**config.mk**
```make
export PLATFORM = sky130hd
export DESIGN_NAME = asrx_receiver
export DESIGN_NICKNAME = d
export VERILOG_FILES = /design/src/shared/asrx_pkg.sv /design/src/logic/asrx_fifo.sv /design/src/logic/asrx_receiver.sv /design/src/logic/asrx_tick.sv
export SDC_FILE = /design/constraint.sdc
export NUM_CORES = 1
export LEC_CHECK = 0
export ABC_AREA = 0
export ABC_CLOCK_PERIOD_IN_PS = 2700
export BUFFER_PORTS_ARGS = -buffer_cell sky130_fd_sc_hd__buf_2
export CORE_ASPECT_RATIO = 0.5
export CORE_MARGIN = 5
export CORE_UTILIZATION = 25
export DETAILED_ROUTE_END_ITERATION = 8
export PLACE_DENSITY = 0.47
export SYNTH_ARGS = -nofsm -noshare
export SYNTH_HDL_FRONTEND = slang
export SYNTH_SLANG_ARGS = --single-unit
```
**constraint.sdc**
```tcl
create_clock -name clk -period 2.7 [get_ports clk]
set_input_delay 0 -clock clk [delete_from_list [all_inputs] [get_ports clk]]
set_output_delay 0 -clock clk [all_outputs]
set_load 0.02 [all_outputs]
```
**src/shared/asrx_pkg.sv**
```systemverilog
// asrx_pkg: register map, field positions, reset values and timing for the serial receiver
// assumes one 10 MHz clock; no offsets are printed, so the map below is local
package asrx_pkg;
  // register indices on the plain register port
  localparam logic [2:0] ASRX_ADDR_TRANSMIT_STATUS_CONTROL_REG = 3'h0;
  localparam logic [2:0] ASRX_ADDR_BAUDCON = 3'h1;
  localparam logic [2:0] ASRX_ADDR_RXDATA = 3'h2;
  localparam logic [2:0] ASRX_ADDR_RXSTA = 3'h3;
  localparam logic [2:0] ASRX_ADDR_DIVLO = 3'h4;
  localparam logic [2:0] ASRX_ADDR_DIVHI = 3'h5;
  // receive_status_control fields
  localparam int ASRX_RS_SERIAL_PORT_ENABLE = 7;
  localparam int ASRX_RS_RX9 = 6;
  localparam int ASRX_RS_SREN = 5;
  localparam int ASRX_RS_CONTINUOUS_RECEIVE_ENABLE = 4;
  localparam int ASRX_RS_ADDRESS_DETECT_ENABLE = 3;
  localparam int ASRX_RS_FRAMING_ERROR = 2;
  localparam int ASRX_RS_OVERRUN_ERROR = 1;
  localparam int ASRX_RS_RECEIVED_NINTH_BIT = 0;
  // transmit_status_control fields; SYNC and TRMT are used here
  localparam int ASRX_TS_SYNC = 4;
  localparam int ASRX_TS_HIGH_BIT_RATE_SELECT = 2;
  localparam int ASRX_TS_TRMT = 1;
  // baud_control fields
  localparam int ASRX_BC_IDLE = 6;
  localparam int ASRX_BC_WIDE_DIVISOR_SELECT = 3;
  // reset values
  localparam logic [7:0] ASRX_TRANSMIT_STATUS_CONTROL_REG_RST = 8'h02;
  localparam logic [7:0] ASRX_BYTE_RST = 8'h00;
  localparam logic [15:0] ASRX_DIV_RST = 16'h0000;
  // oversampling and character format
  localparam int ASRX_OVS = 16;
  localparam logic [3:0] ASRX_OVS_LAST = 4'hf;
  localparam logic [3:0] ASRX_OVS_HALF = 4'h7;
  // two early samples just before the decision tick; the third is the decision tick itself
  localparam logic [3:0] ASRX_VOTE_A = 4'hd;
  localparam logic [3:0] ASRX_VOTE_B = 4'he;
  localparam logic [3:0] ASRX_BITS8 = 4'h8;
  localparam logic [3:0] ASRX_BITS9 = 4'h9;
  localparam int ASRX_FIFO_DEPTH = 2;
  localparam logic [1:0] ASRX_FIFO_FULL = 2'h2;
  localparam logic [1:0] ASRX_ONE2 = 2'h1;
  localparam logic [3:0] ASRX_ONE4 = 4'h1;
  localparam logic [15:0] ASRX_ONE16 = 16'h0001;
  // data recovery states, one-hot
  typedef enum logic [3:0] {
    ASRX_IDLE = 4'h1,
    ASRX_START = 4'h2,
    ASRX_DATA = 4'h4,
    ASRX_STOP = 4'h8
  } asrx_state_e;
endpackage

```
**src/logic/asrx_fifo.sv**
```systemverilog
// asrx_fifo: two-entry character store, nine data bits plus framing flag
// a push when full is dropped even alongside a pop; pop on empty is ignored
`timescale 1ns/10ps
module asrx_fifo (
  // clock and reset
  input wire logic clk,
  input wire logic reset_n,
  // flush on port disable
  input wire logic flush,
  // write side
  input wire logic push,
  input wire logic [9:0] push_data,
  // read side
  input wire logic pop,
  output logic [9:0] head,
  output logic [1:0] count
);
  import asrx_pkg::*;

  typedef struct packed {
    logic [ASRX_FIFO_DEPTH-1:0][9:0] mem;
    logic rd_ptr;
    logic wr_ptr;
    logic [1:0] count;
  } asrx_fifo_s;

  asrx_fifo_s st_r;
  asrx_fifo_s st_nxt;
  logic do_push;
  logic do_pop;

  // pointers and count; a push on full is refused even with a pop, and an accepted push and pop together keep the count
  always_comb begin
    st_nxt = st_r;
    do_push = push && (st_r.count != ASRX_FIFO_FULL);
    do_pop = pop && (st_r.count != 2'h0);
    if (do_push) begin
      st_nxt.mem[st_r.wr_ptr] = push_data;
      st_nxt.wr_ptr = ~st_r.wr_ptr;
    end
    if (do_pop) begin
      st_nxt.rd_ptr = ~st_r.rd_ptr;
    end
    if (do_push && !do_pop) begin
      st_nxt.count = st_r.count + ASRX_ONE2;
    end else if (do_pop && !do_push) begin
      st_nxt.count = st_r.count - ASRX_ONE2;
    end
    if (flush) begin
      st_nxt.rd_ptr = 1'b0;
      st_nxt.wr_ptr = 1'b0;
      st_nxt.count = 2'h0;
    end
  end

  always_ff @(posedge clk or negedge reset_n) begin
    if (!reset_n) begin
      st_r <= '0;
    end else begin
      st_r <= st_nxt;
    end
  end

  assign head = st_r.mem[st_r.rd_ptr];
  assign count = st_r.count;
endmodule

```
**src/logic/asrx_receiver.sv**
```systemverilog
// asrx_receiver: asynchronous serial receiver with register port
// assumes the receive line is already synchronous to clk and idles high
`timescale 1ns/10ps

module asrx_receiver (
  // clock and reset
  input wire logic clk,
  input wire logic reset_n,
  // serial line
  input wire logic receive_line_pin,
  // register port
  input wire logic [2:0] reg_addr,
  input wire logic [7:0] reg_wdata,
  input wire logic reg_wr,
  input wire logic reg_rd,
  output logic [7:0] reg_rdata,
  // status
  output logic receive_pending_flag,
  output logic receiver_idle_status
);
  import asrx_pkg::*;

  typedef struct packed {
    logic [7:0] transmit_status_control_reg;
    logic [7:0] baudcon;
    logic [7:0] receive_status_control_reg;
    logic [15:0] divisor;
    asrx_state_e state;
    logic [3:0] ovs;
    logic [3:0] bitcnt;
    logic [8:0] shifter;
    logic [2:0] votes;
    logic line_d;
    logic overrun;
    logic pending;
    logic idle;
    logic [7:0] rdata;
  } asrx_rx_s;

  asrx_rx_s st_r;
  asrx_rx_s st_nxt;
  logic tick;
  logic run;
  logic [15:0] eff_div;
  logic push;
  logic [9:0] push_data;
  logic pop;
  logic [9:0] head;
  logic [1:0] count;
  logic flush;
  logic majority;

  // two-of-three vote over the samples taken around the bit centre
  function automatic logic vote3(input logic [2:0] s);
    vote3 = (s[0] & s[1]) | (s[0] & s[2]) | (s[1] & s[2]);
  endfunction

  // decode of a register index, used by both read and write paths
  function automatic logic hit(input logic [2:0] a, input logic [2:0] idx);
    hit = (a == idx);
  endfunction

  assign run = st_r.receive_status_control_reg[ASRX_RS_SERIAL_PORT_ENABLE] && st_r.receive_status_control_reg[ASRX_RS_CONTINUOUS_RECEIVE_ENABLE] &&
               !st_r.transmit_status_control_reg[ASRX_TS_SYNC];
  assign flush = !st_r.receive_status_control_reg[ASRX_RS_SERIAL_PORT_ENABLE];
  // divisor shared with the transmit side, 8-bit unless wide select set
  assign eff_div = st_r.baudcon[ASRX_BC_WIDE_DIVISOR_SELECT] ? st_r.divisor : {8'h00, st_r.divisor[7:0]};
  // a data read removes the oldest entry
  assign pop = reg_rd && hit(reg_addr, ASRX_ADDR_RXDATA);
  // votes must come from the bit being decided, so the live pin is the third sample
  assign majority = vote3({st_r.votes[1:0], receive_line_pin});

  // oversampling enable at sixteen ticks per bit
  asrx_tick u_tick (
    .clk(clk),
    .reset_n(reset_n),
    .run(run),
    .divisor(eff_div),
    .tick(tick)
  );

  // two-deep character store, framing bit on top
  asrx_fifo u_fifo (
    .clk(clk),
    .reset_n(reset_n),
    .flush(flush),
    .push(push),
    .push_data(push_data),
    .pop(pop),
    .head(head),
    .count(count)
  );

  // recovery engine, register writes and read data
  always_comb begin
    st_nxt = st_r;
    push = 1'b0;
    push_data = '0;
    st_nxt.rdata = ASRX_BYTE_RST;
    // register writes; status bits stay hardware-owned
    if (reg_wr) begin
      if (hit(reg_addr, ASRX_ADDR_TRANSMIT_STATUS_CONTROL_REG)) begin
        st_nxt.transmit_status_control_reg = reg_wdata;
      end
      if (hit(reg_addr, ASRX_ADDR_BAUDCON)) begin
        st_nxt.baudcon = reg_wdata;
      end
      if (hit(reg_addr, ASRX_ADDR_RXSTA)) begin
        st_nxt.receive_status_control_reg = {reg_wdata[7:3], 3'h0};
      end
      if (hit(reg_addr, ASRX_ADDR_DIVLO)) begin
        st_nxt.divisor[7:0] = reg_wdata;
      end
      if (hit(reg_addr, ASRX_ADDR_DIVHI)) begin
        st_nxt.divisor[15:8] = reg_wdata;
      end
    end
    if (tick) begin
      st_nxt.ovs = st_r.ovs + ASRX_ONE4;
      if (st_r.ovs == ASRX_VOTE_A || st_r.ovs == ASRX_VOTE_B) begin
        st_nxt.votes = {st_r.votes[1:0], receive_line_pin};
      end
      st_nxt.line_d = receive_line_pin;
      case (st_r.state)
        ASRX_IDLE: begin
          // falling edge opens the start bit
          if (st_r.line_d && !receive_line_pin) begin
            st_nxt.state = ASRX_START;
            st_nxt.ovs = '0;
            st_nxt.idle = 1'b0;
          end
        end
        ASRX_START: begin
          // mid-bit recheck, quiet abort if high
          if (st_r.ovs == ASRX_OVS_HALF) begin
            if (receive_line_pin) begin
              st_nxt.state = ASRX_IDLE;
              st_nxt.idle = 1'b1;
            end else begin
              st_nxt.state = ASRX_DATA;
              // restart the count at the start centre: ovs wraps to last at the next centre
              st_nxt.ovs = '0;
              st_nxt.bitcnt = '0;
            end
          end
        end
        ASRX_DATA: begin
          // vote lands at the centre, one bit period apart
          if (st_r.ovs == ASRX_OVS_LAST) begin
            // lsb first, so shift in from the top
            if (st_r.receive_status_control_reg[ASRX_RS_RX9]) begin
              st_nxt.shifter = {majority, st_r.shifter[8:1]};
            end else begin
              st_nxt.shifter = {1'b0, majority, st_r.shifter[7:1]};
            end
            st_nxt.bitcnt = st_r.bitcnt + ASRX_ONE4;
            if (st_nxt.bitcnt == (st_r.receive_status_control_reg[ASRX_RS_RX9] ? ASRX_BITS9 : ASRX_BITS8)) begin
              st_nxt.state = ASRX_STOP;
            end
          end
        end
        ASRX_STOP: begin
          if (st_r.ovs == ASRX_OVS_LAST) begin
            st_nxt.state = ASRX_IDLE;
            st_nxt.idle = 1'b1;
            // address mode drops characters with ninth bit clear
            if (!(st_r.receive_status_control_reg[ASRX_RS_ADDRESS_DETECT_ENABLE] && st_r.receive_status_control_reg[ASRX_RS_RX9] &&
                  !st_r.shifter[8])) begin
              if (st_r.overrun) begin
                // overrun holds off all further characters
              end else if (count == ASRX_FIFO_FULL && !pop) begin
                st_nxt.overrun = 1'b1;
              end else begin
                // framing bit follows the stop sample
                // push at the stop bit centre
                push = 1'b1;
                push_data = {!majority, st_r.shifter};
              end
            end
          end
        end
        default: begin
          st_nxt.state = ASRX_IDLE;
        end
      endcase
    end
    // overrun clears when either enable drops
    if (!st_r.receive_status_control_reg[ASRX_RS_CONTINUOUS_RECEIVE_ENABLE] || !st_r.receive_status_control_reg[ASRX_RS_SERIAL_PORT_ENABLE]) begin
      st_nxt.overrun = 1'b0;
    end
    // idle the recovery logic when not running
    if (!run) begin
      st_nxt.state = ASRX_IDLE;
      st_nxt.idle = 1'b1;
      st_nxt.ovs = '0;
      st_nxt.line_d = 1'b1;
    end
    // pending while enabled and something unread
    st_nxt.pending = st_r.receive_status_control_reg[ASRX_RS_CONTINUOUS_RECEIVE_ENABLE] && st_r.receive_status_control_reg[ASRX_RS_SERIAL_PORT_ENABLE] &&
                     (count != 2'h0);
    // read data, valid the cycle after the strobe
    if (reg_rd) begin
      case (reg_addr)
        ASRX_ADDR_TRANSMIT_STATUS_CONTROL_REG: begin
          st_nxt.rdata = st_r.transmit_status_control_reg;
          // transmitter absent here, its shifter always reads empty
          st_nxt.rdata[ASRX_TS_TRMT] = 1'b1;
        end
        ASRX_ADDR_BAUDCON: begin
          st_nxt.rdata = st_r.baudcon;
          st_nxt.rdata[ASRX_BC_IDLE] = st_r.idle;
        end
        ASRX_ADDR_RXDATA: begin
          st_nxt.rdata = (count != 2'h0) ? head[7:0] : ASRX_BYTE_RST;
        end
        ASRX_ADDR_RXSTA: begin
          st_nxt.rdata = st_r.receive_status_control_reg;
          // follows the head entry, emptied by a data read or a port disable flush
          st_nxt.rdata[ASRX_RS_FRAMING_ERROR] = (count != 2'h0) && head[9];
          st_nxt.rdata[ASRX_RS_OVERRUN_ERROR] = st_r.overrun;
          // ninth bit of the head entry
          st_nxt.rdata[ASRX_RS_RECEIVED_NINTH_BIT] = (count != 2'h0) && head[8];
        end
        ASRX_ADDR_DIVLO: begin
          st_nxt.rdata = st_r.divisor[7:0];
        end
        ASRX_ADDR_DIVHI: begin
          st_nxt.rdata = st_r.divisor[15:8];
        end
        default: begin
          st_nxt.rdata = ASRX_BYTE_RST;
        end
      endcase
    end
  end

  // single register bank for all state
  always_ff @(posedge clk or negedge reset_n) begin
    if (!reset_n) begin
      st_r <= '0;
      st_r.transmit_status_control_reg <= ASRX_TRANSMIT_STATUS_CONTROL_REG_RST;
      st_r.state <= ASRX_IDLE;
      st_r.line_d <= 1'b1;
      st_r.idle <= 1'b1;
    end else begin
      st_r <= st_nxt;
    end
  end

  assign reg_rdata = st_r.rdata;
  assign receive_pending_flag = st_r.pending;
  assign receiver_idle_status = st_r.idle;
endmodule

```
**src/logic/asrx_tick.sv**
```systemverilog
// asrx_tick: divider giving the 16x oversampling enable pulse
// assumes the divisor is held steady by software while the port runs
`timescale 1ns/10ps
module asrx_tick (
  // clock and reset
  input wire logic clk,
  input wire logic reset_n,
  // control
  input wire logic run,
  input wire logic [15:0] divisor,
  // output enable pulse
  output logic tick
);
  import asrx_pkg::*;

  typedef struct packed {
    logic [15:0] cnt;
    logic tick;
  } asrx_tick_s;

  asrx_tick_s st_r;
  asrx_tick_s st_nxt;

  // count down the divisor, one tick per wrap; held at the divisor while stopped
  always_comb begin
    st_nxt = st_r;
    st_nxt.tick = 1'b0;
    if (!run) begin
      st_nxt.cnt = divisor;
    end else if (st_r.cnt == ASRX_DIV_RST) begin
      st_nxt.cnt = divisor;
      st_nxt.tick = 1'b1;
    end else begin
      st_nxt.cnt = st_r.cnt - ASRX_ONE16;
    end
  end

  always_ff @(posedge clk or negedge reset_n) begin
    if (!reset_n) begin
      st_r <= '0;
    end else begin
      st_r <= st_nxt;
    end
  end

  assign tick = st_r.tick;
endmodule

```
* After elaboration in Yosys (flattened, before gate mapping)
Index checks and enable logic that the tools add are counted.
** Word-level totals
- Register bits after elaboration :: 114
- Output and inout bits :: 10
** Cells by class
- Add/subtract/negate cells :: 5
- $lt $le $gt $ge :: 3
- Equal/unequal tests :: 31
- Muxes and demuxes :: 61
- Bitwise gates (word level) :: 7
- Reductions and logical operators :: 44
** Operator list (count)
- two-way mux 10 bit :: 9
- two-way mux 16 bit :: 3
- case mux 8 bit (6 select lines) :: 1
- two-way mux 8 bit :: 5
- two-way mux 26 bit :: 1
- two-way mux 1 bit :: 24
- bitwise mux 20 bit :: 1
- two-way mux 9 bit :: 2
- != test 3 bit (second input constant) :: 6
- == test 4 bit (second input constant) :: 4
- zero test 16 bit :: 1
- two-way mux 4 bit :: 4
- case mux 4 bit (2 select lines) :: 2
- case mux 4 bit (4 select lines) :: 1
- subtractor 16 x 1 -> 16 bit (second input constant) :: 1
- logical AND 1 bit :: 15
- two-way mux 13 bit :: 1
- two-way mux 12 bit :: 1
- AND reduction 2 bit :: 6
- AND reduction 6 bit :: 2
- demux 10 bit (select 1 bit) :: 1
- != test 2 bit (second input constant) :: 5
- nonzero test 2 bit :: 5
- zero test 1 bit :: 9
- 27 further kinds :: 41

* Logic depth before layout (Yosys ltp)
Gate-level depths: netlist (run 1).
- Depth after elaboration :: 16
- Mapped depth :: 8
- Gate-level depth less buffers :: 7

* By module
Synthesis (run 1) repeated with hierarchy kept, for this count alone.
** Second synthesis, totals
- Cell total of the unflattened synthesis :: 491
- Area, all modules :: 5688.0 um2
** Modules (own cells, without submodules)
- asrx_receiver :: instances 1, cells an instance 317, area an instance 3649.8 um2
- asrx_fifo :: instances 1, cells an instance 77, area an instance 1096.1 um2
- asrx_tick :: instances 1, cells an instance 97, area an instance 942.2 um2

* Least setup slack after synthesis (run 1)
OpenSTA, ideal clock, no wires.
- Kind :: flip-flop to flip-flop
- From :: reg st_r[32] (netlist name)
- To :: reg u_fifo.st_r[10] (netlist name)
- Setup time :: 0.125 ns
- Data arrival time :: 2.193 ns
- Required time :: 2.575 ns
- Path slack :: 0.382 ns
- Cell stages (with the launch flop) :: 7
- Path buffers :: 2
- Period minus slack after synthesis :: 2.318 ns
- Cell sequence :: dfstp_2 buf_6 or4b_4 a2111oi_4 nor3b_4 buf_6 mux2_4
** Between the ends
- Cells in the longest elaborated chain, start to end :: 4
** RTL lines
- start: declaration :: line asrx_receiver.sv:40 : asrx_rx_s st_r;
- start signal: assignment :: line asrx_receiver.sv:246 : st_r <= st_nxt;
- == test 4 bit * :: line asrx_receiver.sv:124 : case (st_r.state)
- two-way mux 10 bit or two-way mux 1 bit (tied branches) :: line asrx_receiver.sv:124
- two-way mux 10 bit or two-way mux 1 bit (tied branches) :: line asrx_receiver.sv:118 : if (tick) begin
- bitwise mux 20 bit or logical AND 1 bit (tied branches) :: line asrx_fifo.sv:38, asrx_fifo.sv:35
- end signal: assignment :: line asrx_fifo.sv:60 : st_r <= st_nxt;
- end: declaration :: line asrx_fifo.sv:27 : asrx_fifo_s st_r;
Mark *: on every way between the ends. The rest lies on a longest branch, timed or not.
A chain may end at the register's enable or synchronous reset.

* Worst setup path in the final report (run 1)
- From :: reg st_r[35] (netlist name)
- To :: reg u_fifo.st_r[12] (netlist name)
The elaborated chain is that of the path after synthesis.

==> results.yml, run 1 <==
clock_network:
  ctsResizeCount: 0
  cts_tree: "built"
  cts_setup_buffers: 0
  clk_latency_ns: 0.36
  h-tree-depth: 3
  cts_hold_buf: 10
  clock_tree.root_cell: "clkbuf_16"
  cts.sinks: 111
  numCtsBuffers: 9
  cts.path.max_buffers: 2
  cts.clk_slew.worst_paths_ns: 0.07
die:
  initial_core_util_pct: 25.35
  fp.dieH_um: 114.7
  die_x_um: 219.5
  io_pins: 26
  core-area_um2: 21630
  dieArea_um2: 25180
  placementRows: 38
sta:
  setup_viol: 0
  finClkSkew_ns: 0.01087
  final_max_slew_viol_count: 0
  hold_viol: 0
  fin_crit_ns: 2.416
  rsz0062_at_grt: "false"
  fmax_mhz: 413.9
  tightest_slew_ns: 0.7417
  post-route-period-util_pct: 89.49
  relSlewSlack_pct: 50.37
  fin_setup_tns_ns: 0
setup_path:
  cpMaxStageDelayCell: "or4b_4"
  cp-end-kind: "flip-flop"
  worstPathRequired_ns: 2.94
  path_class: "flip-flop to flip-flop"
  startpoint_type: "flip-flop"
  max_stage_delay_ns: 0.54
  crit_fanout: 12
  cp_cell_sequence: "or4b_4, a2111oi_4, nor3b_4, buf_4, mux2_2"
  crit_arrival_ns: 2.66
logic_synthesis:
  syn_inst: 504
  synth_commonest_cells: "dfrtp_1 (108), nand2_1 (57), mux2_2 (49)"
  ys_seq_area_share_pct: 50.72
  synth_ff_type: "dfrtp_1"
  yosysMostFrequentCell: "dfrtp_1"
  synth.largest_area_cell: "dfrtp_1"
  async_reset_ff_share_pct: 100.0
  ys_ff_latch: 111
  yosys-top-cells-area: "dfrtp_1 (49%), mux2_2 (10%), nand2_1 (3.9%), mux2i_1 (3.7%), o21ai_0 (2.8%)"
  syn_area_um2: 5484
  synth-edff-count: 0
  synthDistinctLibCells: 57
  syn_nets: 526
  netlist.area_leader.share_pct: 49.28
  ys_warn_count: 0
  avgSynthCellArea_um2: 10.88
global_route:
  grt_pass1_vias: 3715
  grt_overflow: 0
  grt_antenna_before_repair: 0
  grt_pass1_wl_mm: 20.60
  grt_start_max_net_pins: 57
  grt_usage_pct: 10.32
placed_design:
  dp_hpwl_mm: 8.879
  placed_cell_area_um2: 5922
  gp_congestion: 0.7851
  io_buffer_count: 25
finish:
  postLayoutCellArea_um2: 6346
  num-fill-cells: 2212
  multi_input_area_um2: 2505
  antenna_cells: 0
  areaGrowthSynthToFinish_pct: 15.72
  post-route-util_pct: 29.33
  regArea_um2: 2781
  drive_gt1_share_pct: 22.24
  nNetsFinal: 552
worst_hold_path:
  worstHoldPathType: "input port to flip-flop"
pwr:
  total_power_w: 0.004077
  ir_worst_vdd_v: 0.0002602
  leakage_nw: 2.664
  power_density_nw_per_um2: 642.5
outcome:
  status: "finished clean"
job:
  maxCapViolCount: 0
drt:
  postRouteAntennaNets: 0
  drt_wl_total_mm: 12.30
  route.detailed.drc: 0
  drt_iter0_drc: 169
  first_pass_iters: 4
  viasPerCell: 4.416
  detail_route.wl_per_cell_um: 14.73
  vias: 3687
[cell type report]
cell class,count,area share [%]
clock buffers,11,3.825
multi-input cells,353,39.47
flip-flops and latches,111,43.83
repair buffers,47,5.205
well taps,300,5.915
clock inverters,5,1.282
inverters,8,0.4732
[metal layers]
metal	routed length, um	vias to the layer above	track usage, %
met4	115	0	2.383
met2	5900	28	17.04
li1	-	1827	-
met3	300	7	2.684
met1	5985	1825	13.75
met5	0	-	0
[registers in the layout (all words and copies together), names as in the netlist]
name / flops
u_tick.st_r: 16
reg_rdata: 8
u_tick.tick: 1
st_r: 60
u_fifo.count: 2
receiver_idle_status: 1
receive_pending_flag: 1
u_fifo.st_r: 22
[critical path: cells and delay by family, from the launching register on]
kind / cells / cell delay (ns)
AND/OR/NAND/NOR: 2 / 0.78
flip-flops: 1 / 0.48
AO/OA/AOI/OAI: 1 / 0.44
multiplexers: 1 / 0.36
buffers and inverters: 1 / 0.25
[power by group]
group | leakage, nW | total [W] | internal, W | switching [W]
Combinational | 1.10 | 0.000598 | 0.000289 | 0.000309
Clock | 0.156 | 0.00145 | 0.000839 | 0.000610
Sequential | 1.41 | 0.00203 | 0.00186 | 0.000174
[per-stage QoR]
stage | worst slack (ns) | hold slack (ns) | cells
2_1_floorplan | 0.3817 | -0.2956 | 504
3_3_place_gp | 0.3142 | -0.05128 | 809
3_5_place_dp | 0.2877 | -0.04868 | 809
4_1_cts | 0.2688 | 0.01368 | 835
5_1_grt | 0.1198 | 0.02943 | 835
6_report | 0.2838 | 0.02308 | 835
[layout by cell type, fill, tap and decap left out, types with 5 or more instances in the layout]
| master | count |
|---|---|
| dfrtp_1 | 108 |
| o21a_1 | 8 |
| dlygate4sd3_1 | 10 |
| mux2_4 | 7 |
| nand2_1 | 57 |
| inv_1 | 8 |
| o22ai_1 | 7 |
| nand3_1 | 19 |
| mux2_2 | 49 |
| a21o_1 | 5 |
| buf_4 | 12 |
| clkbuf_16 | 9 |
| nor2_1 | 32 |
| nor2b_1 | 6 |
| ha_1 | 6 |
| nand2b_1 | 7 |
| buf_2 | 24 |
| o21ai_0 | 31 |
| a21oi_1 | 14 |
| xor2_1 | 8 |
| mux2i_1 | 20 |
| xnor2_1 | 9 |
[cell families after synthesis]
group | Yosys count | share of synthesized area [%]
AO/OA/AOI/OAI | 90 | 10.59
adder cells (fa/ha/maj) | 7 | 1.551
flip-flops | 111 | 50.72
AND/OR/NAND/NOR | 163 | 15.20
XOR/XNOR | 17 | 2.715
multiplexers | 76 | 15.63
buffers and inverters | 40 | 3.605
[final timing paths]
check,from,slack [ns],endpoint,cells past startpoint
hold / removal,receive_line_pin,0.02,st_r[11],3
min in group asynchronous,reset_n,0.10,st_r[31],2
setup / recovery,st_r[35],0.28,u_fifo.st_r[12],5
hold reg to reg,u_fifo.st_r[23],0.49,u_fifo.st_r[23],2
max in group asynchronous,reset_n,1.87,u_tick.st_r[8],3
setup reg to reg,st_r[35],0.28,u_fifo.st_r[12],5
Note: power is estimated with default switching activity, not from simulation.
==> inputs of run 2 (changes only) <==
==> constraint.sdc (replaced) <==
create_clock -name clk -period 2.7 [get_ports clk]
set_input_delay 0.54 -clock clk [delete_from_list [all_inputs] [get_ports clk]]
set_output_delay 0.54 -clock clk [all_outputs]
set_load 0.02 [all_outputs]
==> results.yml, run 2 (same netlist as run 1, synthesis figures left out) <==
drt:
  postRouteAntennaNets: 0
  viasPerCell: 4.451
  first_pass_iters: 4
  detail_route.wl_per_cell_um: 14.83
  drt_iter0_drc: 175
  route.detailed.drc: 0
  drt_wl_total_mm: 12.29
  vias: 3690
sta:
  worst_slack_ns: 0.2639
  hold_slack_ns: 0.1716
  final_max_slew_viol_count: 0
  tightest_slew_ns: 0.5906
  post-route-period-util_pct: 90.23
  finClkSkew_ns: 0.008125
  rsz0062_at_grt: "false"
  relSlewSlack_pct: 60.27
  setup_viol: 0
  fin_crit_ns: 2.436
  fin_setup_tns_ns: 0
  fmax_mhz: 410.5
  hold_viol: 0
setup_path:
  max_stage_delay_ns: 0.55
  critical_path_buf_inv_count: 1
  r2r_end: "u_fifo.st_r[4]"
  rrSetupSlack_ns: 0.26
  cpMaxStageDelayCell: "or4b_4"
  path_class: "flip-flop to flip-flop"
  worstPathRequired_ns: 2.94
  r2r-start: "st_r[34]"
  cp_cell_sequence: "or4b_4, a2111oi_4, nor3b_4, buf_4, mux2_2"
  crit_end: "u_fifo.st_r[4]"
  crit_family: "simple AND/OR/NAND/NOR gates"
  startpoint: "st_r[34]"
  crit_fanout: 12
  cp-end-kind: "flip-flop"
  r2r_cells: 5
  crit_arrival_ns: 2.67
  cp_num_cells: 5
  startpoint_type: "flip-flop"
clock_network:
  h-tree-depth: 3
  cts_tree: "built"
  cts.path.max_buffers: 2
  numCtsBuffers: 9
  clk_latency_ns: 0.35
  cts.sinks: 111
  clock_tree.root_cell: "clkbuf_16"
  ctsResizeCount: 0
  cts_hold_buf: 0
  cts.clk_slew.worst_paths_ns: 0.08
  cts_setup_buffers: 0
placed_design:
  dpl_worst_slack_ns: 0.2756
  dpl.cell_count: 813
  dp_hpwl_mm: 8.904
  io_buffer_count: 25
  gp_congestion: 0.7695
  placed_cell_area_um2: 5952
global_route:
  grt_pass1_wl_mm: 20.82
  grt_antenna_before_repair: 0
  grt_start_max_net_pins: 47
  grt_overflow: 0
  grt_usage_pct: 10.36
  grt_pass1_vias: 3854
die:
  dieArea_um2: 25180
  io_pins: 26
  fp.dieH_um: 114.7
  placementRows: 38
  core-area_um2: 21630
  initial_core_util_pct: 25.35
  die_x_um: 219.5
finish:
  final_cells: 829
  largest_reg_flops: 60
  antenna_cells: 0
  num-fill-cells: 2269
  reg_top3: "st_r (60), u_fifo.st_r (22), u_tick.st_r (16)"
  areaGrowthSynthToFinish_pct: 14.05
  multi_input_area_um2: 2505
  top_register: "st_r"
  nNetsFinal: 546
  layout_commonest_cell: "dfrtp_1"
  final_cell_mix: "dfrtp_1 (108), nand2_1 (57), mux2_2 (49)"
  postLayoutCellArea_um2: 6255
  drive_gt1_share_pct: 23.44
  regArea_um2: 2781
job:
  maxCapViolCount: 0
worst_hold_path:
  worstHoldPathType: "input port to asynchronous set/reset pin"
pwr:
  leakage_nw: 2.633
  power_density_nw_per_um2: 637.8
  ir_worst_vdd_v: 0.0003126
outcome:
  status: "finished clean"
[run 2: routing by layer]
metal / share of wire [%] / up-vias / track usage (%) / routed length (um)
met1: 49 / 1847 / 13.86 / 6030
li1: - / 1814 / - / -
met4: 1.4 / 0 / 3.010 / 178
met5: 0 / - / 0 / 0
met2: 48 / 18 / 17.35 / 5891
met3: 1.6 / 11 / 1.894 / 191
[run 2: worst min path at each step]
stage	start	endpoint	slack, ns	cells past startpoint
final	reset_n	st_r[28]	0.17	1
after global routing	reset_n	st_r[28]	0.19	1
after CTS	reset_n	st_r[28]	0.18	1
after detailed placement	u_fifo.st_r[23]	u_fifo.st_r[23]	0.49	2
after global placement	u_fifo.st_r[23]	u_fifo.st_r[23]	0.48	2
after floorplan	reset_n	receive_pending_flag	0.24	0
[run 2: final cells by class]
class                      count  area share [%]
inverter                       8          0.4801
clock inverter                 7           1.240
multi-input combinational    353           40.05
timing repair buffer          41           4.161
tap                          300           6.001
clock buffer                   9           3.601
sequential                   111           44.47
[run 2: metrics by stage]
step                      power (W)  util (%)
after global routing       0.004207     28.91
final                      0.003989     28.91
after floorplan            0.002439         -
after global placement     0.002655     27.51
after detailed placement   0.002662     27.51
after CTS                  0.004053     28.91
[run 2: power by group]
part	switching, W	total [W]	internal (W)
clock	0.000637	0.00137	0.000731
combinational	0.000317	0.000602	0.000285
sequential	0.000164	0.00202	0.00185
[run 2: worst reg2reg max path, cell delays in order (launching register included)]
cell and delay, ns:
dfrtp_1 0.47, or4b_4 0.55, a2111oi_4 0.45, nor3b_4 0.24, buf_4 0.25, mux2_2 0.36
==> inputs of run 3 (changes only) <==
CORE_UTILIZATION = 61   (was 25)
PLACE_DENSITY = 0.87   (was 0.47)
==> results.yml, run 3 (same netlist as run 1, synthesis figures left out) <==
placed_design:
  io_buffer_count: 25
  dp_hpwl_mm: 7.982
  gp_congestion: 0.8267
sta:
  setup_viol: 0
  fmax_mhz: 399.9
  fin_setup_tns_ns: 0
  final_max_slew_viol_count: 0
  post-route-period-util_pct: 92.61
  fin_crit_ns: 2.500
  tightest_slew_ns: 0.7459
  finClkSkew_ns: 0.007921
  relSlewSlack_pct: 49.57
  rsz0062_at_grt: "false"
  hold_viol: 0
setup_path:
  cpMaxStageDelayCell: "or4b_4"
  r2r_cells: 4
  path_class: "flip-flop to flip-flop"
  rrSetupSlack_ns: 0.20
  crit_end: "u_fifo.st_r[16]"
  crit_family: "simple AND/OR/NAND/NOR gates"
  cp_cell_sequence: "or4b_4, a2111oi_4, nand3_1, mux2_2"
  startpoint: "st_r[34]"
  cp_num_cells: 4
  crit_fanout: 11
  r2r_end: "u_fifo.st_r[16]"
  max_stage_delay_ns: 0.56
  r2r-start: "st_r[34]"
  worstPathRequired_ns: 2.94
  critical_path_buf_inv_count: 0
  startpoint_type: "flip-flop"
  crit_arrival_ns: 2.74
  cp-end-kind: "flip-flop"
die:
  core-area_um2: 8738
  io_pins: 26
  dieArea_um2: 11100
  fp.dieH_um: 77.05
  die_x_um: 144.1
  initial_core_util_pct: 62.76
  placementRows: 24
global_route:
  grt_overflow: 0
  grt_pass1_vias: 3948
  grt_antenna_before_repair: 0
  grt_start_max_net_pins: 63
  grt_pass1_wl_mm: 19.80
  grt_usage_pct: 22.61
drt:
  drt_iter0_drc: 405
  route.detailed.drc: 0
  detail_route.wl_per_cell_um: 18.24
  postRouteAntennaNets: 0
  first_pass_iters: 4
  vias: 3890
  drt_wl_total_mm: 11.69
  viasPerCell: 6.069
finish:
  post-route-util_pct: 68.61
  largest_reg_flops: 60
  nNetsFinal: 541
  areaGrowthSynthToFinish_pct: 9.331
  reg_top3: "st_r (60), u_fifo.st_r (22), u_tick.st_r (16)"
  top_register: "st_r"
  drive_gt1_share_pct: 22.52
  antenna_cells: 0
  num-fill-cells: 592
  layout_commonest_cell: "dfrtp_1"
  final_cell_mix: "dfrtp_1 (108), nand2_1 (57), mux2_2 (49)"
clock_network:
  ctsResizeCount: 0
  cts_tree: "built"
  cts.sinks: 111
  h-tree-depth: 3
  cts_hold_buf: 0
  numCtsBuffers: 9
  cts.path.max_buffers: 2
  clock_tree.root_cell: "clkbuf_16"
  cts_setup_buffers: 0
  cts.clk_slew.worst_paths_ns: 0.07
  clk_latency_ns: 0.36
pwr:
  power_density_nw_per_um2: 666.0
  ir_worst_vdd_v: 0.0003915
  leakage_nw: 2.607
outcome:
  status: "finished clean"
worst_hold_path:
  worstHoldPathType: "input port to asynchronous set/reset pin"
job:
  maxCapViolCount: 0
## run 3: cell types whose count changed in the layout (fill, tap and decap cells not counted)
cell        before  now
clkinv_2         1    0
clkbuf_1         0    1
clkbuf_8         0    2
inv_6            3    0
buf_4           16   11
clkinvlp_4       1    2
## run 3: final cells by class
cell class                 count  area, um^2  share of cell area [%]
timing repair buffer          36       222.7                   3.715
inverter                       8       30.03                  0.5008
multi-input combinational    353        2505                   41.78
tap                          117       146.4                   2.442
clock buffer                  12       256.5                   4.278
clock inverter                 4       53.80                  0.8973
sequential                   111        2781                   46.39
## run 3: report_power, final
group | internal (W) | switching [W] | leakage, nW
clock | 0.000772 | 0.000597 | 0.145
combinational | 0.000278 | 0.000311 | 1.05
sequential | 0.00186 | 0.000178 | 1.41
## run 3: worst min path at each step
stage | startpoint | endpoint | slack (ns) | cells after the start
detailed placement | reset_n | st_r[31] | 0.39 | 1
global placement | reset_n | st_r[31] | 0.39 | 1
CTS | reset_n | st_r[31] | 0.01 | 1
finish | reset_n | st_r[31] | 0.02 | 1
floorplan | reset_n | receive_pending_flag | 0.24 | 0
global route | reset_n | st_r[31] | 0.02 | 1
## run 3: worst register-to-register path, stage by stage (launching register included)
cell and delay, ns:
dfrtp_1 0.48, or4b_4 0.56, a2111oi_4 0.46, nand3_1 0.45, mux2_2 0.43
## run 3: metrics by stage
stage	power, W	cell area, um^2	cells	hold WS [ns]	setup slack (ns)
after detailed placement	0.002634	5685	625	0.3928	0.2863
after global placement	0.002603	5685	625	0.3882	0.3599
after global routing	0.004178	5996	641	0.02476	0.09351
after floorplan	0.002439	5484	504	0.2444	0.3817
after CTS	0.003999	5996	641	0.01080	0.2353
final	0.003993	5996	641	0.01796	0.1995
## run 3: layer usage
| metal | up-vias | global-route usage [%] | routed length (um) | part of all wire, % |
|---|---|---|---|---|
| li1 | 1809 | - | - | - |
| met1 | 1952 | 30.23 | 5168 | 44 |
| met2 | 104 | 36.27 | 5702 | 49 |
| met3 | 25 | 5.531 | 516 | 4.4 |
| met4 | 0 | 7.613 | 304 | 2.6 |
| met5 | - | 0 | 0 | 0 |
